`src/hdl/lane_verifier_map.svh`:
```
// register offsets, field positions, codes and timing counts of the lane verifier
`ifndef LANE_VERIFIER_MAP_SVH
`define LANE_VERIFIER_MAP_SVH

`define OFS_SYNC_LOAD 8'h0E
`define OFS_MISMATCH_SEARCH 8'h0F
`define OFS_PATTERN_CONFIG 8'h10
`define OFS_CUSTOM_LOW 8'h11
`define OFS_CUSTOM_MID 8'h12
`define OFS_CUSTOM_HIGH 8'h13
`define OFS_THRESHOLD 8'h14
`define OFS_TEST_CONTROL 8'h15
`define OFS_DATAPATH_SELECT 8'h16
`define OFS_TEST_FLAGS 8'h17
`define OFS_COUNT_FIRST 8'h18
`define OFS_COUNT_LAST 8'h1F

`define RESET_BYTE 8'h00
`define BIT_CUSTOM_LEN 7
`define BIT_LEN_HI 5
`define BIT_LEN_LO 3
`define BIT_SEL_HI 2
`define BIT_ALIGN_DONE 7
`define BIT_COUNTER_CLEAR 4
`define BIT_FLAG_CLEAR 3

`define SEL_DISABLED 3'h0
`define SEL_PRBS 3'h1
`define SEL_CLOCK 3'h2
`define SEL_CUSTOM 3'h3
`define SEL_TIMING_BIT 2

`define CHK_DISPARITY 3'h0
`define CHK_FIFO_ERROR 3'h1
`define CHK_OVERFLOW 3'h2
`define CHK_UNDERFLOW 3'h3
`define CHK_DESKEW 3'h4

`define FLAG_ERROR 3'h0
`define FLAG_MISMATCH 3'h1
`define FLAG_SEARCH 3'h2
`define FLAG_SYNC 3'h3

`define CLOCK_PATTERN 20'h07C1F
`define LOCK_RUN 6'h28
`define SEARCH_LIMIT_SHIFT 10
// one received bit per clock, so one unit interval is one cycle
`define SYNC_WIDTH_UI 8
`define UI_PER_CYCLE 1
`define SYNC_WIDTH_CYCLES (`SYNC_WIDTH_UI / `UI_PER_CYCLE)

`endif

```
`src/hdl/lane_verifier_pkg.sv`:
```
// types shared by the lane pattern verifier
package lane_verifier_pkg;
    typedef struct packed {
        logic [2:0] timeout;
        logic [2:0] select;
        logic [2:0] prbsLength;
        logic customLenSel;
        logic [19:0] customPattern;
    } laneCfg_type;

    typedef struct packed {
        logic [3:0] disparity;
        logic [3:0] fifoError;
        logic [3:0] overflow;
        logic [3:0] underflow;
        logic [3:0] deskew;
    } dpErr_type;

    typedef enum logic [1:0] {V_IDLE, V_SEARCH, V_TRACK, V_TIMING} verState_type;
endpackage

```
`src/hdl/lane_pattern_verifier.sv`:
```
// per-lane pattern verifier, error counters and test flags with register port
`timescale 1ns/1ps
`default_nettype none
`include "lane_verifier_map.svh"

module lane_pattern_verifier
    import lane_verifier_pkg::*;
#(
    parameter int LANES = 4,
    parameter int COUNT_W = 12
) (
    input wire logic ref_clk,
    input wire logic resetn,
    input wire logic [7:0] regAddr,
    input wire logic regWrite,
    input wire logic [7:0] regWrData,
    input wire logic regRead,
    output var logic [7:0] regRdData,
    input wire logic [LANES-1:0] rxBit,
    input wire logic [2:0] verifierTimeout,
    input wire dpErr_type dpErr,
    input wire logic laneAlignDone,
    output var logic [LANES-1:0] liveTestFlag
);
    // ****************************************
    // elaboration checks
    // ****************************************
    // the register map packs exactly four lanes and 12-bit counts
    if (LANES != 4) begin : g_badLanes
        $error("lane count must be 4");
    end
    if (COUNT_W != 12) begin : g_badWidth
        $error("count width must be 12");
    end

    // ****************************************
    // registers
    // ****************************************
    logic [3:0] verifierLoad;
    logic customLenSel;
    logic [2:0] prbsLength;
    logic [2:0] patternSelect;
    logic [7:0] customLow;
    logic [7:0] customMid;
    logic [3:0] customHigh;
    logic [2:0] retainThreshold;
    logic errorCounterClear;
    logic stickyFlagClear;
    logic [2:0] testFlagSource;
    logic [3:0] datapathVerifyEnable;
    logic [2:0] datapathCheckSelect;
    logic clearPrev;
    logic clearPulse;
    logic [3:0] patternSyncPulse;
    logic [3:0] verifyMismatch;
    logic [3:0] searchInProgress;
    logic [3:0] patternErr;
    logic [3:0] laneErr;
    logic [3:0] dpSource;
    logic [3:0] latchedTestFlag;
    logic [COUNT_W-1:0] bitErrorCount [LANES];
    laneCfg_type liveCfg;
    laneCfg_type activeCfg [LANES];
    logic [7:0] next_readData;

    wire regWr = regWrite;
    wire isWr = regWr;

    always_ff @(posedge ref_clk or negedge resetn) begin
        if (!resetn) begin
            verifierLoad <= 4'h0;
            customLenSel <= 1'b0;
            prbsLength <= 3'h0;
            patternSelect <= `SEL_DISABLED;
            customLow <= `RESET_BYTE;
            customMid <= `RESET_BYTE;
            customHigh <= 4'h0;
            retainThreshold <= 3'h0;
            testFlagSource <= 3'h0;
            datapathVerifyEnable <= 4'h0;
            datapathCheckSelect <= `CHK_DISPARITY;
        end else if (isWr) begin
            case (regAddr)
                `OFS_SYNC_LOAD: verifierLoad <= regWrData[3:0];
                `OFS_PATTERN_CONFIG: begin
                    customLenSel <= regWrData[`BIT_CUSTOM_LEN];
                    prbsLength <= regWrData[`BIT_LEN_HI:`BIT_LEN_LO];
                    patternSelect <= regWrData[`BIT_SEL_HI:0];
                end
                `OFS_CUSTOM_LOW: customLow <= regWrData;
                `OFS_CUSTOM_MID: customMid <= regWrData;
                `OFS_CUSTOM_HIGH: customHigh <= regWrData[3:0];
                `OFS_THRESHOLD: retainThreshold <= regWrData[2:0];
                `OFS_TEST_CONTROL: testFlagSource <= regWrData[2:0];
                `OFS_DATAPATH_SELECT: begin
                    datapathVerifyEnable <= regWrData[7:4];
                    datapathCheckSelect <= regWrData[2:0];
                end
                default: ;
            endcase
        end
    end

    // clear bits only live for the cycle after the write
    always_ff @(posedge ref_clk or negedge resetn) begin
        if (!resetn) begin
            errorCounterClear <= 1'b0;
            stickyFlagClear <= 1'b0;
            clearPrev <= 1'b0;
        end else begin
            errorCounterClear <= isWr && regAddr == `OFS_TEST_CONTROL
                && regWrData[`BIT_COUNTER_CLEAR];
            stickyFlagClear <= isWr && regAddr == `OFS_TEST_CONTROL
                && regWrData[`BIT_FLAG_CLEAR];
            clearPrev <= errorCounterClear;
        end
    end
    assign clearPulse = errorCounterClear && !clearPrev;

    // ****************************************
    // lane settings
    // ****************************************
    always_comb begin
        liveCfg.timeout = verifierTimeout;
        liveCfg.select = patternSelect;
        liveCfg.prbsLength = prbsLength;
        liveCfg.customLenSel = customLenSel;
        // upper bits stay out of a 16-bit pattern
        liveCfg.customPattern = {customLenSel ? customHigh : 4'h0, customMid, customLow};
    end

    function automatic logic [4:0] prbsOrder(input logic [2:0] len);
        case (len)
            3'h0: prbsOrder = 5'd7;
            3'h1: prbsOrder = 5'd11;
            3'h2: prbsOrder = 5'd23;
            3'h3: prbsOrder = 5'd31;
            3'h4, 3'h5: prbsOrder = 5'd15;
            default: prbsOrder = 5'd20;
        endcase
    endfunction

    function automatic logic [4:0] prbsTap(input logic [2:0] len);
        case (len)
            3'h0: prbsTap = 5'd6;
            3'h1: prbsTap = 5'd9;
            3'h2: prbsTap = 5'd18;
            3'h3: prbsTap = 5'd28;
            3'h4, 3'h5: prbsTap = 5'd14;
            default: prbsTap = 5'd3;
        endcase
    endfunction

    // ****************************************
    // per-lane verifier
    // ****************************************
    for (genvar i = 0; i < LANES; i++) begin : g_lane
        laneCfg_type heldCfg;
        verState_type state;
        logic [30:0] history;
        logic [19:0] rotor;
        logic [5:0] matchRun;
        logic [2:0] missRun;
        logic [15:0] searchCount;
        logic [30:0] syncCount;
        logic [30:0] period;
        logic predicted;
        logic expected;
        logic isPrbs;
        logic wide;
        logic [19:0] seed;

        // settings follow the register while load is high, then freeze
        always_ff @(posedge ref_clk or negedge resetn) begin
            if (!resetn) begin
                heldCfg <= '0;
            end else if (verifierLoad[i]) begin
                heldCfg <= liveCfg;
            end
        end
        assign activeCfg[i] = verifierLoad[i] ? liveCfg : heldCfg;

        assign isPrbs = activeCfg[i].select == `SEL_PRBS;
        assign wide = activeCfg[i].select == `SEL_CLOCK || activeCfg[i].customLenSel;
        assign seed = activeCfg[i].select == `SEL_CLOCK ? `CLOCK_PATTERN
            : activeCfg[i].customPattern;
        assign predicted = history[prbsOrder(activeCfg[i].prbsLength) - 5'd1]
            ^ history[prbsTap(activeCfg[i].prbsLength) - 5'd1];
        assign expected = isPrbs ? predicted : (wide ? rotor[19] : rotor[15]);
        assign period = 31'((64'h1 << prbsOrder(activeCfg[i].prbsLength)) - 64'h1);

        always_ff @(posedge ref_clk or negedge resetn) begin
            if (!resetn) begin
                state <= V_IDLE;
                history <= '0;
                rotor <= '0;
                matchRun <= '0;
                missRun <= '0;
                searchCount <= '0;
            end else if (verifierLoad[i]) begin
                // reloading restarts the search from scratch
                state <= activeCfg[i].select[`SEL_TIMING_BIT] ? V_TIMING
                    : (activeCfg[i].select == `SEL_DISABLED ? V_IDLE : V_SEARCH);
                rotor <= seed;
                matchRun <= '0;
                missRun <= '0;
                searchCount <= '0;
            end else begin
                case (state)
                    V_SEARCH: begin
                        searchCount <= searchCount + 16'h1;
                        if (isPrbs) begin
                            history <= {history[29:0], rxBit[i]};
                        end else if (rxBit[i] == expected) begin
                            rotor <= wide ? {rotor[18:0], rotor[19]}
                                : {4'h0, rotor[14:0], rotor[15]};
                        end
                        // a miss in pattern mode holds the rotor to slip one bit
                        matchRun <= rxBit[i] == expected ? matchRun + 6'h1 : 6'h0;
                        if (matchRun == `LOCK_RUN) begin
                            state <= V_TRACK;
                        end
                    end
                    V_TRACK: begin
                        if (isPrbs) begin
                            history <= {history[29:0], predicted};
                        end else begin
                            rotor <= wide ? {rotor[18:0], rotor[19]}
                                : {4'h0, rotor[14:0], rotor[15]};
                        end
                        missRun <= rxBit[i] != expected ? missRun + 3'h1 : 3'h0;
                        // lock is lost once misses outrun the retain threshold
                        if (rxBit[i] != expected && missRun >= retainThreshold) begin
                            state <= V_SEARCH;
                            matchRun <= '0;
                            missRun <= '0;
                        end
                    end
                    default: ;
                endcase
            end
        end

        assign patternErr[i] = state == V_TRACK && rxBit[i] != expected;
        assign searchInProgress[i] = state == V_SEARCH;

        always_ff @(posedge ref_clk or negedge resetn) begin
            if (!resetn) begin
                verifyMismatch[i] <= 1'b0;
            end else if (verifierLoad[i]) begin
                verifyMismatch[i] <= 1'b0;
            // four-bit sum so a timeout setting of 7 cannot wrap to a zero limit
            end else if (patternErr[i] || (state == V_SEARCH && searchCount
                    == 16'(({1'b0, activeCfg[i].timeout} + 4'h1) << `SEARCH_LIMIT_SHIFT))) begin
                verifyMismatch[i] <= 1'b1;
            end
        end

        always_ff @(posedge ref_clk or negedge resetn) begin
            if (!resetn) begin
                syncCount <= '0;
            end else if (verifierLoad[i] || !(isPrbs || state == V_TIMING)
                    || syncCount >= period - 31'h1) begin
                syncCount <= '0;
            end else begin
                syncCount <= syncCount + 31'h1;
            end
        end
        assign patternSyncPulse[i] = (isPrbs || state == V_TIMING) && !verifierLoad[i]
            && syncCount < 31'(`SYNC_WIDTH_CYCLES);
    end

    // ****************************************
    // error source, counts and flags
    // ****************************************
    always_comb begin
        case (datapathCheckSelect)
            `CHK_DISPARITY: dpSource = dpErr.disparity;
            `CHK_FIFO_ERROR: dpSource = dpErr.fifoError;
            `CHK_OVERFLOW: dpSource = dpErr.overflow;
            `CHK_UNDERFLOW: dpSource = dpErr.underflow;
            `CHK_DESKEW: dpSource = dpErr.deskew;
            default: dpSource = 4'h0;
        endcase
    end
    // datapath checks replace the pattern checker only when some lane is enabled
    assign laneErr = datapathVerifyEnable != 4'h0
        ? (datapathVerifyEnable & dpSource) : patternErr;

    for (genvar i = 0; i < LANES; i++) begin : g_count
        always_ff @(posedge ref_clk or negedge resetn) begin
            if (!resetn) begin
                bitErrorCount[i] <= '0;
            end else if (clearPulse) begin
                bitErrorCount[i] <= '0;
            end else if (laneErr[i] && bitErrorCount[i] != '1) begin
                // saturates rather than wrapping so a full count is never hidden
                bitErrorCount[i] <= bitErrorCount[i] + 1'b1;
            end
        end
    end

    always_comb begin
        case (testFlagSource)
            `FLAG_ERROR: liveTestFlag = laneErr;
            `FLAG_MISMATCH: liveTestFlag = verifyMismatch;
            `FLAG_SEARCH: liveTestFlag = searchInProgress;
            `FLAG_SYNC: liveTestFlag = patternSyncPulse;
            default: liveTestFlag = 4'h0;
        endcase
    end

    // a flag raised in the clearing cycle survives
    always_ff @(posedge ref_clk or negedge resetn) begin
        if (!resetn) begin
            latchedTestFlag <= 4'h0;
        end else begin
            latchedTestFlag <= (latchedTestFlag & ~{4{stickyFlagClear}}) | liveTestFlag;
        end
    end

    // ****************************************
    // read port
    // ****************************************
    always_comb begin
        next_readData = `RESET_BYTE;
        case (regAddr)
            `OFS_SYNC_LOAD: next_readData = {patternSyncPulse, verifierLoad};
            `OFS_MISMATCH_SEARCH: next_readData = {verifyMismatch, searchInProgress};
            `OFS_PATTERN_CONFIG: next_readData = {customLenSel, 1'b0, prbsLength, patternSelect};
            `OFS_CUSTOM_LOW: next_readData = customLow;
            `OFS_CUSTOM_MID: next_readData = customMid;
            `OFS_CUSTOM_HIGH: next_readData = {4'h0, customHigh};
            `OFS_THRESHOLD: next_readData = {5'h0, retainThreshold};
            `OFS_TEST_CONTROL: next_readData = {laneAlignDone, 2'h0, errorCounterClear,
                stickyFlagClear, testFlagSource};
            `OFS_DATAPATH_SELECT: next_readData = {datapathVerifyEnable, 1'b0,
                datapathCheckSelect};
            `OFS_TEST_FLAGS: next_readData = {latchedTestFlag, liveTestFlag};
            default: begin
                if (regAddr >= `OFS_COUNT_FIRST && regAddr <= `OFS_COUNT_LAST) begin
                    next_readData = regAddr[0]
                        ? {4'h0, bitErrorCount[regAddr[2:1]][11:8]}
                        : bitErrorCount[regAddr[2:1]][7:0];
                end
            end
        endcase
    end

    always_ff @(posedge ref_clk or negedge resetn) begin
        if (!resetn) begin
            regRdData <= `RESET_BYTE;
        end else if (regRead) begin
            regRdData <= next_readData;
        end
    end

    // ****************************************
    // assertions
    // ****************************************
    sync_pulse_width_a: assert property (@(posedge ref_clk) disable iff (!resetn)
        $rose(patternSyncPulse[0]) |-> patternSyncPulse[0][*8] ##1 !patternSyncPulse[0])
        else $error("sync pulse not eight cycles");
    load_pass_through_a: assert property (@(posedge ref_clk) disable iff (!resetn)
        verifierLoad[1] |-> activeCfg[1].select == patternSelect
            && activeCfg[1].prbsLength == prbsLength && activeCfg[1].timeout == verifierTimeout)
        else $error("lane settings do not follow register while loading");
    load_hold_a: assert property (@(posedge ref_clk) disable iff (!resetn)
        $fell(verifierLoad[0]) ##1 !verifierLoad[0] |-> $stable(activeCfg[0]))
        else $error("lane settings changed after load fell");
    mismatch_set_a: assert property (@(posedge ref_clk) disable iff (!resetn)
        patternErr[0] && !verifierLoad[0] |=> verifyMismatch[0])
        else $error("mismatch not flagged");
    counter_clear_a: assert property (@(posedge ref_clk) disable iff (!resetn)
        isWr && regAddr == `OFS_TEST_CONTROL && regWrData[`BIT_COUNTER_CLEAR] && !clearPulse
            |=> ##1 bitErrorCount[0] == '0)
        else $error("error count not cleared");
    clear_self_a: assert property (@(posedge ref_clk) disable iff (!resetn)
        errorCounterClear && !$past(isWr) |-> 0)
        else $error("counter clear bit did not return to zero");
    sticky_flag_a: assert property (@(posedge ref_clk) disable iff (!resetn)
        latchedTestFlag[3] && !stickyFlagClear |=> latchedTestFlag[3])
        else $error("latched flag lost without clear");
    source_gate_a: assert property (@(posedge ref_clk) disable iff (!resetn)
        datapathVerifyEnable == 4'h0 && patternErr[1] && !clearPulse
            && bitErrorCount[1] != '1 |=> bitErrorCount[1] == $past(bitErrorCount[1]) + 1'b1)
        else $error("pattern error not counted");
    align_read_a: assert property (@(posedge ref_clk) disable iff (!resetn)
        regRead && regAddr == `OFS_TEST_CONTROL |=> regRdData[7] == $past(laneAlignDone))
        else $error("align done bit wrong");
endmodule
`default_nettype wire

```
`config.mk`:
```
export PLATFORM = sky130hd
export DESIGN_NAME = lane_pattern_verifier
export DESIGN_NICKNAME = d
export VERILOG_FILES = /design/src/hdl/lane_verifier_pkg.sv /design/src/hdl/lane_pattern_verifier.sv
export VERILOG_INCLUDE_DIRS = /design/src /design/src/hdl
export SDC_FILE = /design/constraint.sdc
export NUM_CORES = 1
export LEC_CHECK = 0
export BUFFER_PORTS_ARGS = -buffer_cell sky130_fd_sc_hd__buf_2
export CAP_MARGIN = 20
export CORE_AREA = 3 3 331 333
export DETAILED_ROUTE_END_ITERATION = 16
export DIE_AREA = 0 0 334 336
export PLACE_DENSITY_LB_ADDON = 0.12
export RECOVER_POWER = 50
export SKIP_CTS_REPAIR_TIMING = 1
export SYNTH_ARGS = -nofsm -noshare
export SYNTH_HDL_FRONTEND = slang
export SYNTH_SLANG_ARGS = --single-unit
```
`constraint.sdc`:
```
create_clock -name ref_clk -period 5.2 [get_ports ref_clk]
set_input_delay 1.04 -clock ref_clk [delete_from_list [all_inputs] [get_ports ref_clk]]
set_output_delay 1.04 -clock ref_clk [all_outputs]
set_load 0.01 [all_outputs]
```
==> results.ini <==
[grt]
grt_max_degree = 151
track_usage_pct = 17.2
grt_pass1_vias = 26300
grt_pass1_wl_mm = 155
antenna_found_initial = 7
overflow = 0

[placed_design]
portBuffers = 59
placed_cell_area_um2 = 36500
dp_cells = 4929
routabilityCongestion = 0.809
dp_hpwl_mm = 67.3

[status]
outcome = finished with violations
violations = max-capacitance violations, max-slew violations, negative setup slack

[cells_and_area]
fin_util_pct = 36.9
layout.nets = 3828
fill_cells = 10800
drive_gt1_share_pct = 17.1
syn_to_final_growth_pct = 15.7
design_area_um2 = 39500
final_cells = 5079

[run]
maxCapViolations = 1

[worst_setup_path]
cp_cell_sequence = buf_4, mux2i_4, buf_6, nand2_4, inv_2, ha_2, buf_6, xnor3_2, nand3_1, nand4_1, and4b_2, a211o_1, and4_4, a22o_4, o31ai_4, nor2_2, buf_2
critPathKind = flop to output port
cp_max_fo = 19
cp_slowest_cell = xnor3_2
critPathLaunchType = flop
critPathMaxStageDelay_ns = 0.47
critical_path_required_ns = 4.16
worstPathArrival_ns = 4.49
crit_buf_inv = 5
cp-end-kind = output port
cpMostUsedCell = buf_6
cpLargestDelayFamily = simple AND/OR/NAND/NOR gates

[logic_synthesis]
synth-seq-area-share_pct = 43.0
ys.flop_type = dfrtp_1
synth_edf_count = 0
syn_area_per_cell_um2 = 9.70
netlist.area_leader.share_pct = 43.0
synth-async-reset-ratio_pct = 100
synth_area_leaders = dfrtp_1 (43%), mux2_2 (6.4%), ha_1 (5.9%)
synth_cells = 3516
synth_top_cell_by_area = dfrtp_1
ys_ff_latch = 587
ys_types = 96
yosysWarnings = 0
syn-cell-area_um2 = 34100

[route]
wl_per_cell_um = 19.1
route.detailed.drc = 0
ant_nets = 0
avgViaCountPerCell = 5.21
wirelength_mm = 96.9
vias = 26500
drt-initial-drc-count = 1671
drtPass1Iterations = 5

[floorplan]
fp.dieW_um = 334
start_util_pct = 31.9
core_area_um2 = 107000
ios = 60
rows = 120
dieArea_um2 = 112000
die_h_um = 336

[clock_tree]
cts_tree = yes
numCtsBuffers = 76
cts.sinks = 587
root_buffer = clkbuf_16
clk_pin_slew_ns = 0.06
cts_max_path_buffers = 3
cts_max_level = 3
insertion_delay_ns = 0.63

[sta]
setup_viol = 4
relSlewSlack_pct = -185
rsz0062_at_grt = true
tns_ns = -0.877
drv_slew = 63
worst_pin_slew_ns = 4.27
setup_ws_ns = -0.330
skew_ns = 0.0280
fmax_ghz = 0.181
fin_crit_sh_pct = 106
finalHoldViolCount = 0
final.min_clock_period_ns = 5.53

[pwr]
p_per_area_nw_per_um2 = 334
ir_worst_vdd_uv = 254
leakagePower_nw = 17.9

[worst_hold_path]
hold_path.class = flop to flop

[metal layers]
layer	vias to the layer above	wire [µm]	track usage, %
met4	2	2370	5.09
met5	-	8	0
met3	137	3810	2.51
met2	465	43600	27.0
li1	12900	-	-
met1	13000	47100	24.6
[layout by cell type, fill, tap and decap left out, types with 17 or more instances in the layout]
cell type,n
a211oi_1,17
a21o_1,50
a21oi_1,147
a31oi_1,43
and3_1,62
buf_2,56
buf_4,111
clkbuf_1,17
clkbuf_16,79
clkbuf_8,17
dfrtp_1,581
ha_1,157
inv_1,102
mux2_2,192
mux2i_1,95
mux4_2,25
nand2_1,335
nand2b_1,41
nand3_1,138
nand4_1,71
nor2_1,376
nor2b_1,32
nor3_1,59
nor4_1,44
o211ai_1,19
o21a_1,23
o21ai_0,133
o22ai_1,33
or3_1,35
or4_1,17
xnor2_1,67
xor2_1,133
[sequential cells by signal, summed over array words and instances (netlist names), 8 cells and up]
signal              count
g_lane.syncCount      124
customMid               8
g_lane.matchRun        24
regRdData               8
g_lane.rotor           80
g_lane.missRun         12
bitErrorCount          48
g_lane.history        124
g_lane.searchCount     64
customLow               8
g_lane.heldCfg         40
g_lane.state            8
[synthesized netlist by cell type, types with 12 or more instances]
| cell | count |
|---|---|
| xnor2_1 | 68 |
| a22oi_1 | 15 |
| o22ai_1 | 33 |
| a21oi_1 | 151 |
| nor3_1 | 63 |
| dfrtp_1 | 587 |
| o21ai_0 | 133 |
| mux2_2 | 195 |
| nand2_1 | 335 |
| nand2b_1 | 41 |
| ha_1 | 160 |
| or4_1 | 18 |
| nor2b_1 | 33 |
| a21o_1 | 50 |
| o21a_1 | 23 |
| and4_1 | 14 |
| nand4_1 | 71 |
| mux4_2 | 25 |
| inv_1 | 106 |
| mux2i_1 | 99 |
| buf_1 | 28 |
| inv_2 | 12 |
| a211oi_1 | 18 |
| and3_1 | 62 |
| nor2_1 | 380 |
| and2_1 | 12 |
| or3_1 | 35 |
| o211ai_1 | 19 |
| nand3_1 | 140 |
| clkbuf_1 | 120 |
| xor2_1 | 133 |
| nor4_1 | 46 |
| a31oi_1 | 45 |
[report_power, final]
group          internal [mW]  leakage (nW)  switching, mW
registers               4.96          7.95          0.400
logic                   1.04          8.76           1.48
clock network           3.21          1.23           2.08
total                   9.21          17.9           3.96
[cells by family (layout without fill, tap and decap cells)]
logic type      count (synthesis)  in the layout  share of synthesized area [%]
compound gates                650            650                           12.6
mux                           327            327                           11.4
other cells                     1             10                         0.0110
xor+xnor                      204            204                           5.34
fa+ha+maj                     160            160                           5.87
flops                         587            587                           43.0
buf+inv                       286            437                           3.34
simple gates                 1301           1301                           18.3
[worst reg2reg max path, cell delays in order (launching register included)]
cell and delay [ns]:
dfrtp_2 0.46, buf_4 0.19, mux2i_4 0.21, buf_6 0.22
nand2_4 0.12, inv_2 0.07, ha_2 0.19, buf_6 0.18
xnor3_2 0.48, nand3_1 0.12, nand4_1 0.11, and4b_2 0.32
a221oi_1 0.29, and4_4 0.32, buf_4 0.24, o21ai_2 0.11
a21oi_1 0.42, mux2_2 0.39
[final cells by class]
type / instances / area (µm²) / share of cell area (%)
repair buffers: 187 / 1410 / 3.56
inverters: 118 / 447 / 1.13
diodes: 2 / 5.00 / 0.0127
multi-input cells: 2650 / 18700 / 47.3
well taps: 1403 / 1760 / 4.45
clock inverters: 20 / 218 / 0.551
flip-flops and latches: 587 / 14700 / 37.2
clock buffers: 112 / 2270 / 5.75
[stage by stage]
| step | total power, mW | hold WS, ns | setup WS, ns |
|---|---|---|---|
| 3_3_place_gp | 7.87 | 0.410 | -0.0309 |
| 4_1_cts | 13.3 | 0.387 | -0.786 |
| 5_1_grt | 13.9 | 0.444 | -0.554 |
| 2_1_floorplan | 7.00 | 0.388 | 0.0912 |
| 3_5_place_dp | 7.89 | 0.422 | -0.0751 |
| 6_report | 13.2 | 0.428 | -0.330 |
[worst paths after layout]
path	startpoint	to	cells after the start	slack [ns]
min reg2reg	errorCounterClear$_DFF_PN0_	clearPrev$_DFF_PN0_	0	0.43
max	prbsLength[2]$_DFFE_PN0P_	liveTestFlag[2]	17	-0.33
max in group asynchronous	resetn	g_lane[0].syncCount[10]$_DFF_PN0_	1	0.85
min	errorCounterClear$_DFF_PN0_	clearPrev$_DFF_PN0_	0	0.43
min in group asynchronous	resetn	g_lane[3].syncCount[23]$_DFF_PN0_	1	1.97
max reg2reg	prbsLength[2]$_DFFE_PN0P_	g_lane[2].rotor[17]$_DFFE_PN0P_	17	0.65
No activity file was read; power rests on OpenSTA's default activity.
